File: src/shared/acgc_pkg.sv
// Constants, types and codec settings for the audio codec gain configurator
package acgc_pkg;
   // Clock and timing
   localparam int ACGC_CLK_MHZ        = 25;
   localparam int ACGC_I2C_QUARTER_NS = 2500;
   localparam int ACGC_QUARTER_CYC    = (ACGC_I2C_QUARTER_NS * ACGC_CLK_MHZ + 999) / 1000;
   localparam int ACGC_DEBOUNCE_MS    = 10;
   localparam int ACGC_DEBOUNCE_CYC   = ACGC_DEBOUNCE_MS * ACGC_CLK_MHZ * 1000;

   // Volume stepping
   localparam int       ACGC_VOL_LEVELS = 10;
   localparam logic [3:0] ACGC_VOL_MAX  = 4'h9;
   localparam logic [6:0] ACGC_VOL_BASE = 7'h2F;
   localparam logic [6:0] ACGC_VOL_STEP = 7'h06;

   // Bus framing: address byte, two data bytes, each followed by an ack slot
   localparam logic [6:0] ACGC_DEV_ADDR   = 7'h1A;
   localparam logic [4:0] ACGC_FRAME_LAST = 5'h1A;
   localparam logic [4:0] ACGC_ACK_SLOT0  = 5'h08;
   localparam logic [4:0] ACGC_ACK_SLOT1  = 5'h11;

   // Codec register addresses and values
   localparam logic [6:0] ACGC_REG_RESET  = 7'h0F;
   localparam logic [6:0] ACGC_REG_PATH   = 7'h04;
   localparam logic [6:0] ACGC_REG_POWER  = 7'h06;
   localparam logic [6:0] ACGC_REG_FORMAT = 7'h07;
   localparam logic [6:0] ACGC_REG_RATE   = 7'h08;
   localparam logic [6:0] ACGC_REG_ACTIVE = 7'h09;
   localparam logic [6:0] ACGC_REG_GAIN   = 7'h02;
   localparam int         ACGC_PATH_BYPASS_BIT = 3;
   localparam int         ACGC_PATH_MONITOR_BIT = 5;
   localparam logic [8:0] ACGC_PATH_VAL   = 9'h029;
   localparam logic [8:0] ACGC_POWER_VAL  = 9'h000;
   localparam logic [8:0] ACGC_FORMAT_VAL = 9'h042;
   localparam logic [8:0] ACGC_RATE_48K   = 9'h000;
   localparam logic [8:0] ACGC_ACTIVE_VAL = 9'h001;
   localparam logic [8:0] ACGC_GAIN_BOTH  = 9'h100;

   // Init sequence entry numbers
   localparam logic [2:0] ACGC_E_RESET = 3'h0;
   localparam logic [2:0] ACGC_E_PATH  = 3'h1;
   localparam logic [2:0] ACGC_E_POWER = 3'h2;
   localparam logic [2:0] ACGC_E_FMT   = 3'h3;
   localparam logic [2:0] ACGC_E_RATE  = 3'h4;
   localparam logic [2:0] ACGC_E_ACT   = 3'h5;
   localparam logic [2:0] ACGC_E_GAIN  = 3'h6;

   typedef enum logic [2:0] {
      ACGC_IDLE  = 3'h0,
      ACGC_START = 3'h1,
      ACGC_BIT   = 3'h2,
      ACGC_STOP  = 3'h3
   } acgc_state_t;

   typedef struct packed {
      logic [6:0] reg_addr;
      logic [8:0] data;
   } acgc_word_t;

   typedef struct packed {
      logic scl_oe;
      logic sda_oe;
   } acgc_drive_t;
endpackage

File: src/logic/acgc_config.sv
// Audio codec configurator: I2C setup writes and pushbutton volume stepping
//
// Functional notes
// - Configure codec over I2C writes
// - Configure 48 kHz for both converters
// - A press rewrites codec gain over I2C; presses made while a write runs share one rewrite
// - Volume index 0..9, wraps 9 to 0
// - Enable bypass and mic monitor paths
`timescale 1ns/100ps
module acgc_config #(
   parameter int DEBOUNCE_CYC = acgc_pkg::ACGC_DEBOUNCE_CYC
) (
   input  wire logic       i_clock,
   input  wire logic       i_resetn,
   input  wire logic       i_volume_step_button_n,
   input  wire logic       i_serial_bit_clock,
   input  wire logic       i_channel_select_clock,
   input  wire logic       i_scl_in,
   input  wire logic       i_sda_in,
   output logic            o_scl_out,
   output logic            o_scl_oe,
   output logic            o_sda_out,
   output logic            o_sda_oe,
   output logic [3:0]      o_volume_index,
   output logic            o_config_done,
   output logic            o_busy,
   output logic            o_nack_seen,
   output logic            o_codec_clocks_live
);
   localparam int DW = $clog2(DEBOUNCE_CYC + 1);
   localparam logic [DW-1:0] DEB_LAST = DW'(DEBOUNCE_CYC - 1);
   localparam logic [6:0] Q_LAST = 7'(acgc_pkg::ACGC_QUARTER_CYC - 1);
   // Idle levels: button released high, codec clocks low until they start (no false edge)
   localparam logic [2:0] SYNC_IDLE = 3'h4;

   // Codec word for each sequence entry; the gain entry follows the volume
   function automatic acgc_pkg::acgc_word_t cfg_word(input logic [2:0] e, input logic [3:0] v);
      acgc_pkg::acgc_word_t w;
      logic [8:0]           g;
      g = 9'({3'h0, v} * acgc_pkg::ACGC_VOL_STEP + acgc_pkg::ACGC_VOL_BASE);
      w = '{acgc_pkg::ACGC_REG_GAIN, acgc_pkg::ACGC_GAIN_BOTH | g};
      case (e)
         acgc_pkg::ACGC_E_RESET: w = '{acgc_pkg::ACGC_REG_RESET, 9'h000};
         acgc_pkg::ACGC_E_PATH:  w = '{acgc_pkg::ACGC_REG_PATH, acgc_pkg::ACGC_PATH_VAL};
         acgc_pkg::ACGC_E_POWER: w = '{acgc_pkg::ACGC_REG_POWER, acgc_pkg::ACGC_POWER_VAL};
         acgc_pkg::ACGC_E_FMT:   w = '{acgc_pkg::ACGC_REG_FORMAT, acgc_pkg::ACGC_FORMAT_VAL};
         acgc_pkg::ACGC_E_RATE:  w = '{acgc_pkg::ACGC_REG_RATE, acgc_pkg::ACGC_RATE_48K};
         acgc_pkg::ACGC_E_ACT:   w = '{acgc_pkg::ACGC_REG_ACTIVE, acgc_pkg::ACGC_ACTIVE_VAL};
         default: ;
      endcase
      return w;
   endfunction

   logic [2:0]           sync1_q, sync2_q;
   logic [1:0]           clk_prev_q;
   logic                 bck_seen_q, live_q;
   logic [DW-1:0]        deb_cnt_q;
   logic                 stable_q, press_q;
   logic [3:0]           vol_q;
   logic                 vol_pending_q;
   logic [2:0]           entry_q;
   logic                 init_done_q;
   acgc_pkg::acgc_state_t state_q, state_d;
   logic [6:0]           qcnt_q;
   logic [1:0]           phase_q;
   logic [4:0]           bit_q;
   logic [26:0]          frame_q;
   logic                 nack_q;
   acgc_pkg::acgc_drive_t drv_q, drv_d;
   logic                 sda_s1_q, sda_s2_q;

   // Button, codec clocks and SDA each pass two flip-flops
   always_ff @(posedge i_clock or negedge i_resetn) begin
      if (!i_resetn) begin
         sync1_q <= SYNC_IDLE;
         sync2_q <= SYNC_IDLE;
      end else begin
         sync1_q <= {i_volume_step_button_n, i_serial_bit_clock, i_channel_select_clock};
         sync2_q <= sync1_q;
      end
   end

   // Codec clocks are only observed; the codec is their master
   wire bck_rise = sync2_q[1] & ~clk_prev_q[1];
   wire channel_select_clock_rise = sync2_q[0] & ~clk_prev_q[0];
   always_ff @(posedge i_clock or negedge i_resetn) begin
      if (!i_resetn) begin
         clk_prev_q <= 2'h0;
         bck_seen_q <= 1'b0;
         live_q     <= 1'b0;
      end else begin
         clk_prev_q <= sync2_q[1:0];
         bck_seen_q <= bck_seen_q | bck_rise;
         live_q     <= live_q | (bck_seen_q & channel_select_clock_rise);
      end
   end

   // Debounce: level must hold for the full count before it is accepted
   wire btn_diff  = sync2_q[2] ^ stable_q;
   wire deb_fire  = btn_diff && (deb_cnt_q == DEB_LAST);
   wire press_d   = deb_fire & ~sync2_q[2];
   always_ff @(posedge i_clock or negedge i_resetn) begin
      if (!i_resetn) begin
         deb_cnt_q <= '0;
         stable_q  <= 1'b1;
         press_q   <= 1'b0;
      end else begin
         deb_cnt_q <= (btn_diff && !deb_fire) ? deb_cnt_q + 1'b1 : '0;
         stable_q  <= deb_fire ? sync2_q[2] : stable_q;
         press_q   <= press_d;
      end
   end

   // Volume index and pending gain rewrite; a new press wins over the clear
   wire engine_idle = (state_q == acgc_pkg::ACGC_IDLE);
   wire launch_init = engine_idle & ~init_done_q;
   wire launch_vol  = engine_idle & init_done_q & vol_pending_q;
   wire launch      = launch_init | launch_vol;
   wire [3:0] vol_d = (vol_q == acgc_pkg::ACGC_VOL_MAX) ? 4'h0 : vol_q + 4'h1;
   wire [2:0] load_entry = launch_init ? entry_q : acgc_pkg::ACGC_E_GAIN;
   acgc_pkg::acgc_word_t load_word;
   assign load_word = cfg_word(load_entry, vol_q);
   always_ff @(posedge i_clock or negedge i_resetn) begin
      if (!i_resetn) begin
         vol_q         <= 4'h0;
         vol_pending_q <= 1'b0;
      end else begin
         vol_q         <= press_q ? vol_d : vol_q;
         vol_pending_q <= press_q | (vol_pending_q & ~launch_vol);
      end
   end

   // Quarter-bit timing and bit-level sequencing
   wire tick      = (qcnt_q == Q_LAST);
   wire end_slot  = tick && (phase_q == 2'h3);
   wire ack_slot  = (bit_q == acgc_pkg::ACGC_ACK_SLOT0) || (bit_q == acgc_pkg::ACGC_ACK_SLOT1)
                    || (bit_q == acgc_pkg::ACGC_FRAME_LAST);
   wire frame_end = end_slot && (state_q == acgc_pkg::ACGC_STOP);
   always_comb begin
      state_d = state_q;
      drv_d   = '{1'b0, 1'b0};
      case (state_q)
         acgc_pkg::ACGC_IDLE: begin
            if (launch) state_d = acgc_pkg::ACGC_START;
         end
         acgc_pkg::ACGC_START: begin
            drv_d = '{phase_q == 2'h3, phase_q != 2'h0};
            if (end_slot) state_d = acgc_pkg::ACGC_BIT;
         end
         acgc_pkg::ACGC_BIT: begin
            drv_d = '{(phase_q == 2'h0) || (phase_q == 2'h3), ~frame_q[26]};
            if (end_slot && bit_q == acgc_pkg::ACGC_FRAME_LAST) state_d = acgc_pkg::ACGC_STOP;
         end
         acgc_pkg::ACGC_STOP: begin
            drv_d = '{phase_q == 2'h0, phase_q != 2'h3};
            if (end_slot) state_d = acgc_pkg::ACGC_IDLE;
         end
         default: state_d = acgc_pkg::ACGC_IDLE;
      endcase
   end

   // Bus engine registers: frame shifter, slot counters, ack check
   always_ff @(posedge i_clock or negedge i_resetn) begin
      if (!i_resetn) begin
         state_q <= acgc_pkg::ACGC_IDLE;
         qcnt_q  <= 7'h00;
         phase_q <= 2'h0;
         bit_q   <= 5'h00;
         frame_q <= 27'h000_0000;
         nack_q  <= 1'b0;
         drv_q   <= '{1'b0, 1'b0};
      end else begin
         state_q <= state_d;
         drv_q   <= drv_d;
         qcnt_q  <= (tick || launch) ? 7'h00 : qcnt_q + 7'h01;
         phase_q <= launch ? 2'h0 : (tick ? phase_q + 2'h1 : phase_q);
         if (launch) begin
            bit_q   <= 5'h00;
            frame_q <= {acgc_pkg::ACGC_DEV_ADDR, 1'b0, 1'b1, load_word[15:8], 1'b1,
                        load_word[7:0], 1'b1};
         end else if (end_slot && state_q == acgc_pkg::ACGC_BIT) begin
            bit_q   <= bit_q + 5'h01;
            frame_q <= {frame_q[25:0], 1'b1};
         end
         if (tick && phase_q == 2'h2 && state_q == acgc_pkg::ACGC_BIT && ack_slot)
            nack_q <= nack_q | sda_s2_q;
      end
   end

   // SDA synchroniser kept apart from the shared bank
   always_ff @(posedge i_clock or negedge i_resetn) begin
      if (!i_resetn) begin
         sda_s1_q <= 1'b1;
         sda_s2_q <= 1'b1;
      end else begin
         sda_s1_q <= i_sda_in;
         sda_s2_q <= sda_s1_q;
      end
   end

   // Init sequence advance; gain entry is last so it carries the volume
   always_ff @(posedge i_clock or negedge i_resetn) begin
      if (!i_resetn) begin
         entry_q     <= acgc_pkg::ACGC_E_RESET;
         init_done_q <= 1'b0;
      end else if (frame_end && !init_done_q) begin
         entry_q     <= (entry_q == acgc_pkg::ACGC_E_GAIN) ? entry_q : entry_q + 3'h1;
         init_done_q <= (entry_q == acgc_pkg::ACGC_E_GAIN);
      end
   end

   // Open-drain pins only pull low; SCL input is not used for stretching
   assign o_scl_out           = 1'b0;
   assign o_sda_out           = 1'b0;
   assign o_scl_oe            = drv_q.scl_oe;
   assign o_sda_oe            = drv_q.sda_oe;
   assign o_volume_index      = vol_q;
   assign o_config_done       = init_done_q;
   assign o_busy              = ~engine_idle;
   assign o_nack_seen         = nack_q;
   assign o_codec_clocks_live = live_q;

   // Checks
   a_vol_wrap: assert property (@(posedge i_clock) disable iff (!i_resetn)
      press_q && vol_q == acgc_pkg::ACGC_VOL_MAX |=> vol_q == 4'h0)
      else $error("volume did not wrap to zero");
   a_vol_step: assert property (@(posedge i_clock) disable iff (!i_resetn)
      !press_q |=> vol_q == $past(vol_q))
      else $error("volume moved without a press");
   a_press_single: assert property (@(posedge i_clock) disable iff (!i_resetn)
      press_q |=> !press_q [*2])
      else $error("one press gave more than one step");
   a_gain_request: assert property (@(posedge i_clock) disable iff (!i_resetn)
      press_q |=> vol_pending_q || !engine_idle)
      else $error("press did not queue a gain write");
   a_rate_word: assert property (@(posedge i_clock) disable iff (!i_resetn)
      launch_init && entry_q == acgc_pkg::ACGC_E_RATE |=>
      frame_q[8:1] == acgc_pkg::ACGC_RATE_48K[7:0] && frame_q[10] == acgc_pkg::ACGC_RATE_48K[8])
      else $error("rate word not 48 kHz");
   a_mix_path: assert property (@(posedge i_clock) disable iff (!i_resetn)
      launch_init && entry_q == acgc_pkg::ACGC_E_PATH |=>
      frame_q[1 + acgc_pkg::ACGC_PATH_BYPASS_BIT] && frame_q[1 + acgc_pkg::ACGC_PATH_MONITOR_BIT])
      else $error("bypass or monitor path not enabled");
   a_start_cond: assert property (@(posedge i_clock) disable iff (!i_resetn)
      state_q == acgc_pkg::ACGC_START && phase_q == 2'h1 |=> o_sda_oe && !o_scl_oe)
      else $error("start condition malformed");
endmodule

File: config.mk
export PLATFORM = sky130hd
export DESIGN_NAME = acgc_config
export DESIGN_NICKNAME = d
export VERILOG_FILES = /design/src/shared/acgc_pkg.sv /design/src/logic/acgc_config.sv
export SDC_FILE = /design/constraint.sdc
export NUM_CORES = 1
export LEC_CHECK = 0
export BUFFER_PORTS_ARGS = -buffer_cell sky130_fd_sc_hd__buf_2
export CORE_MARGIN = 4
export CORE_UTILIZATION = 55
export DETAILED_ROUTE_END_ITERATION = 7
export PLACE_DENSITY = 0.75
export SLEW_MARGIN = 0
export SYNTH_ARGS = -nofsm -noshare
export SYNTH_HDL_FRONTEND = slang
export SYNTH_SLANG_ARGS = --single-unit
File: constraint.sdc
create_clock -name i_clock -period 2.2 [get_ports i_clock]
set_clock_uncertainty 0.2 [all_clocks]
set_input_delay 0.33 -clock i_clock [delete_from_list [all_inputs] [get_ports i_clock]]
set_output_delay 0.33 -clock i_clock [all_outputs]
set_load 0.01 [all_outputs]
==> summary.md <==
| Metric | Value |
|---|---|
| Run status | complete, but fails checks |
| Failing checks | negative setup slack |
| Overall Global Routing Usage | 18.5% |
| Synth Instances | 395 |
| Clock share of power | 42.7% |
| Iter 0 DRT Violations | 168 |
| Placeable Area | 0.00729 mm² |
| Final setup viols | 1 |
| Area of the mapped netlist | 0.00416 mm² |
| Seq cells post-synth | 87 |
| Io pins | 19 |
| Share of cells above drive strength 1 | 18.6% |
| CTS sink count | 87 |
| Slowest cell on the critical path | fa_1 |
| P_int | 0.00229 W |
| CTS Root Buffer Type | clkbuf_8 |
| NetSw | 0.000648 W |
| Leakage | 2.23 nW |
| Final setup margin | -0.0288 ns |
| Number of warning messages in the yosys log | 0 |
| Reg-to-reg startpoint | o_volume_index[1]$_DFFE_PN0P_ |
| Critical Path Fanout Max | 3 |
| Starting Density | 57.1% |
| Synthesized area per cell | 10.5 µm² |
| Layout Nets | 469 |
| Worst EP arrival | 2.27 ns |
| Hold path start | sync1_q[0]$_DFF_PN0_ |
| Ys flop type | dfrtp_1 |
| CTS tree | built |
| Post-DP HPWL | 5070 µm |
| Hold Crit Endpoint | sync2_q[0]$_DFF_PN0_ |
| Register-to-Register Path Depth | 8 |
| Crit-path cells | ha_4 > fa_1 > nor3_2 > nand3b_1 > o2111ai_2 > o21a_1 > o21ai_1 > a21oi_1 |
| Setup crit end kind | flop |
| Slew HR | 61.5% |
| Logic pwr share | 2.1% |
| DR DRC count | 0 |
| Fmax | 449 MHz |
| Crit share post-route | 101% |
| Routed vias/inst | 5.37 |
| Die area | 0.00903 mm² |
| Via count | 2907 |
| Count of cell types in the netlist | 52 |
| R2R Setup Slk | -0.03 ns |
| Placer congestion estimate | 0.793 |
| Final WL | 7500 µm |
| Die Span Y | 95.0 µm |
| Critical R2R Capture | frame_q[7]$_DFFE_PN0P_ |
| Register share of total power | 55.2% |
| Sequential area share after synthesis | 52.4% |
| Crit path kind | flop to flop |
| RSZ-0062 raised after global routing | true |
| Max-slew violations | 0 |
| Min Tclk post-route | 2.23 ns |
| Width of the chip | 95.0 µm |
| Req. time, crit path | 2.24 ns |
| Switch share | 22.1% |
| Least-Margin Pin Slew | 0.575 ns |
| Area growth syn-to-layout | 16.3% |
| Num CTS Buffers | 9 |
| Remaining global-route overflow | 0 |
| Largest net degree at the start of global routing | 88 |
| Worst-Skew Late Latency | 0.36 ns |
| Max IR drop VDD | 454 µV |
| Number of port buffers | 15 |
| Post-synth EDFFs | 0 |
| Register area | 0.00219 mm² |
| Hold Crit Class | flop to flop |
| Placed Cells | 519 |
| Post-route ant nets | 0 |
| H-tree levels | 3 |
| Fin. Hold Viols | 0 |
| Worst-case clock buffer depth | 2 |
| Rows | 31 |
| Area of the multi-input gates | 0.00191 mm² |
| Non-Filler Instances | 541 |
| Maxcap violations | 0 |
| Clock slew at reported path FFs | 0.09 ns |
| # fillers | 588 |
| Pwr dens | 606 mW/mm² |
| DR pass1 iterations | 4 |
| Hold depth | 0 |
| Antenna Cells | 0 |
| First-pass GRT wire length | 13100 µm |
| Hold slack | 0.157 ns |
| WL/cell | 13.9 µm |
| Max incr delay on CP | 0.48 ns |
| Setup crit start kind | flop |
| Vias in the first global route | 2868 |
| Initial antenna violation count | 0 |
| Asr flop ratio synth | 100% |
[how the worst max path moves through the flow]
stage                                  start                     end  cells after the start
3_3_place_gp   o_volume_index[1]$_DFFE_PN0P_  frame_q[7]$_DFFE_PN0P_                      8
4_1_cts        o_volume_index[1]$_DFFE_PN0P_  frame_q[7]$_DFFE_PN0P_                      8
5_1_grt        o_volume_index[1]$_DFFE_PN0P_  frame_q[7]$_DFFE_PN0P_                      8
3_5_place_dp   o_volume_index[1]$_DFFE_PN0P_  frame_q[6]$_DFFE_PN0P_                      7
2_1_floorplan  o_volume_index[0]$_DFFE_PN0P_  frame_q[7]$_DFFE_PN0P_                      8
6_report       o_volume_index[1]$_DFFE_PN0P_  frame_q[7]$_DFFE_PN0P_                      8
[layout by cell type, fill, tap and decap left out, types with 3 or more instances in the layout]
cell type	n
dfrtp_1	80
nor3_1	5
xnor2_2	3
nor4_1	3
nand4_1	4
dlygate4sd3_1	5
o21ai_0	19
xor2_1	18
mux2i_1	3
mux2_2	3
nand3_1	18
o22a_1	6
nand2b_1	3
ha_1	21
clkbuf_8	9
inv_1	20
nand3b_1	3
nor2_1	53
buf_4	20
xnor2_1	13
nand2_1	36
a22o_1	8
dfstp_2	5
a21oi_1	9
and3_1	3
buf_2	14
[per-layer routing]
metal / up-vias / GRT usage [%] / wire (µm)
met5: - / 0 / 0
met4: 0 / 5.53 / 113
met3: 10 / 5.21 / 265
met2: 43 / 30.8 / 3760
met1: 1425 / 23.7 / 3360
li1: 1429 / - / -
[power by group through the flow]
| stage | clock, W | combinational, W | sequential (W) |
|---|---|---|---|
| after global placement | 0 | 0.0000562 | 0.00165 |
| after floorplan | 0 | 0.0000150 | 0.00165 |
| final | 0.00125 | 0.0000619 | 0.00162 |
| after global routing | 0.00136 | 0.0000715 | 0.00162 |
| after CTS | 0.00129 | 0.0000645 | 0.00162 |
| after detailed placement | 0 | 0.0000566 | 0.00165 |
[what timing repair did]
| action | CTS | global route |
|---|---|---|
| endpoints found under the hold margin | 86 | 0 |
| pin swaps | 3 | 4 |
| hold buffers | 5 | 0 |
| endpoints found under the setup margin | 2 | 9 |
| gates resized for setup | 2 | 11 |
| buffers inserted | 1 | 1 |
[final cells by class]
| type | instances | area share, % |
|---|---|---|
| inverter | 20 | 1.55 |
| timing repair buffer | 42 | 6.64 |
| clock inverter | 7 | 2.12 |
| sequential | 87 | 45.1 |
| multi-input combinational | 277 | 39.5 |
| clock buffer | 9 | 2.56 |
| tap | 99 | 2.56 |
[Yosys cell counts, types with 8 or more instances]
cell type | number | area, µm²
dfrtp_1 | 82 | 2050
nor2_1 | 53 | 199
nand2_1 | 36 | 135
ha_1 | 24 | 300
o21ai_0 | 21 | 105
inv_1 | 20 | 75.1
xor2_1 | 19 | 166
nand3_1 | 18 | 90.1
xnor2_1 | 16 | 140
a21oi_1 | 10 | 50.1
a22o_1 | 8 | 70.1
[through the flow]
stage	total power, W	TNS, ns	area, µm²	utilization, %	worst slack, ns
after floorplan	0.00167	-0.123	4190	-	-0.122
after detailed placement	0.00171	-0.170	4500	61.8	-0.0921
after global routing	0.00306	-0.242	4840	66.4	-0.196
after CTS	0.00297	0	4790	65.7	0.000949
final	0.00294	-0.0288	4840	66.4	-0.0288
after global placement	0.00171	-0.0532	4500	61.8	-0.0532
[registers in the layout, indices dropped and copies added, names as in the netlist, 2 cells and up]
signal          flops
frame_q            27
deb_cnt_q          18
qcnt_q              7
bit_q               5
o_volume_index      4
entry_q             3
sync1_q             3
sync2_q             3
clk_prev_q          2
phase_q             2
state_q             2
[critical path: cells and delay by family (launching register included)]
| kind | cells | cell delay [ns] |
|---|---|---|
| adder cells (fa/ha/maj) | 2 | 0.65 |
| AO/OA/AOI/OAI | 4 | 0.48 |
| AND/OR/NAND/NOR | 2 | 0.36 |
| flip-flops | 1 | 0.44 |
[logic make-up after synthesis]
kind of cell             Yosys count  share of synthesized area (%)
flip-flops                        87                           52.4
adder cells (fa/ha/maj)           25                           7.69
XOR/XNOR                          35                           7.36
buffers and inverters             32                           3.58
AND/OR/NAND/NOR                  142                           16.0
other                              1                         0.0901
multiplexers                       6                           1.53
AO/OA/AOI/OAI                     67                           11.4
Note: power is estimated with default switching activity, not from simulation.
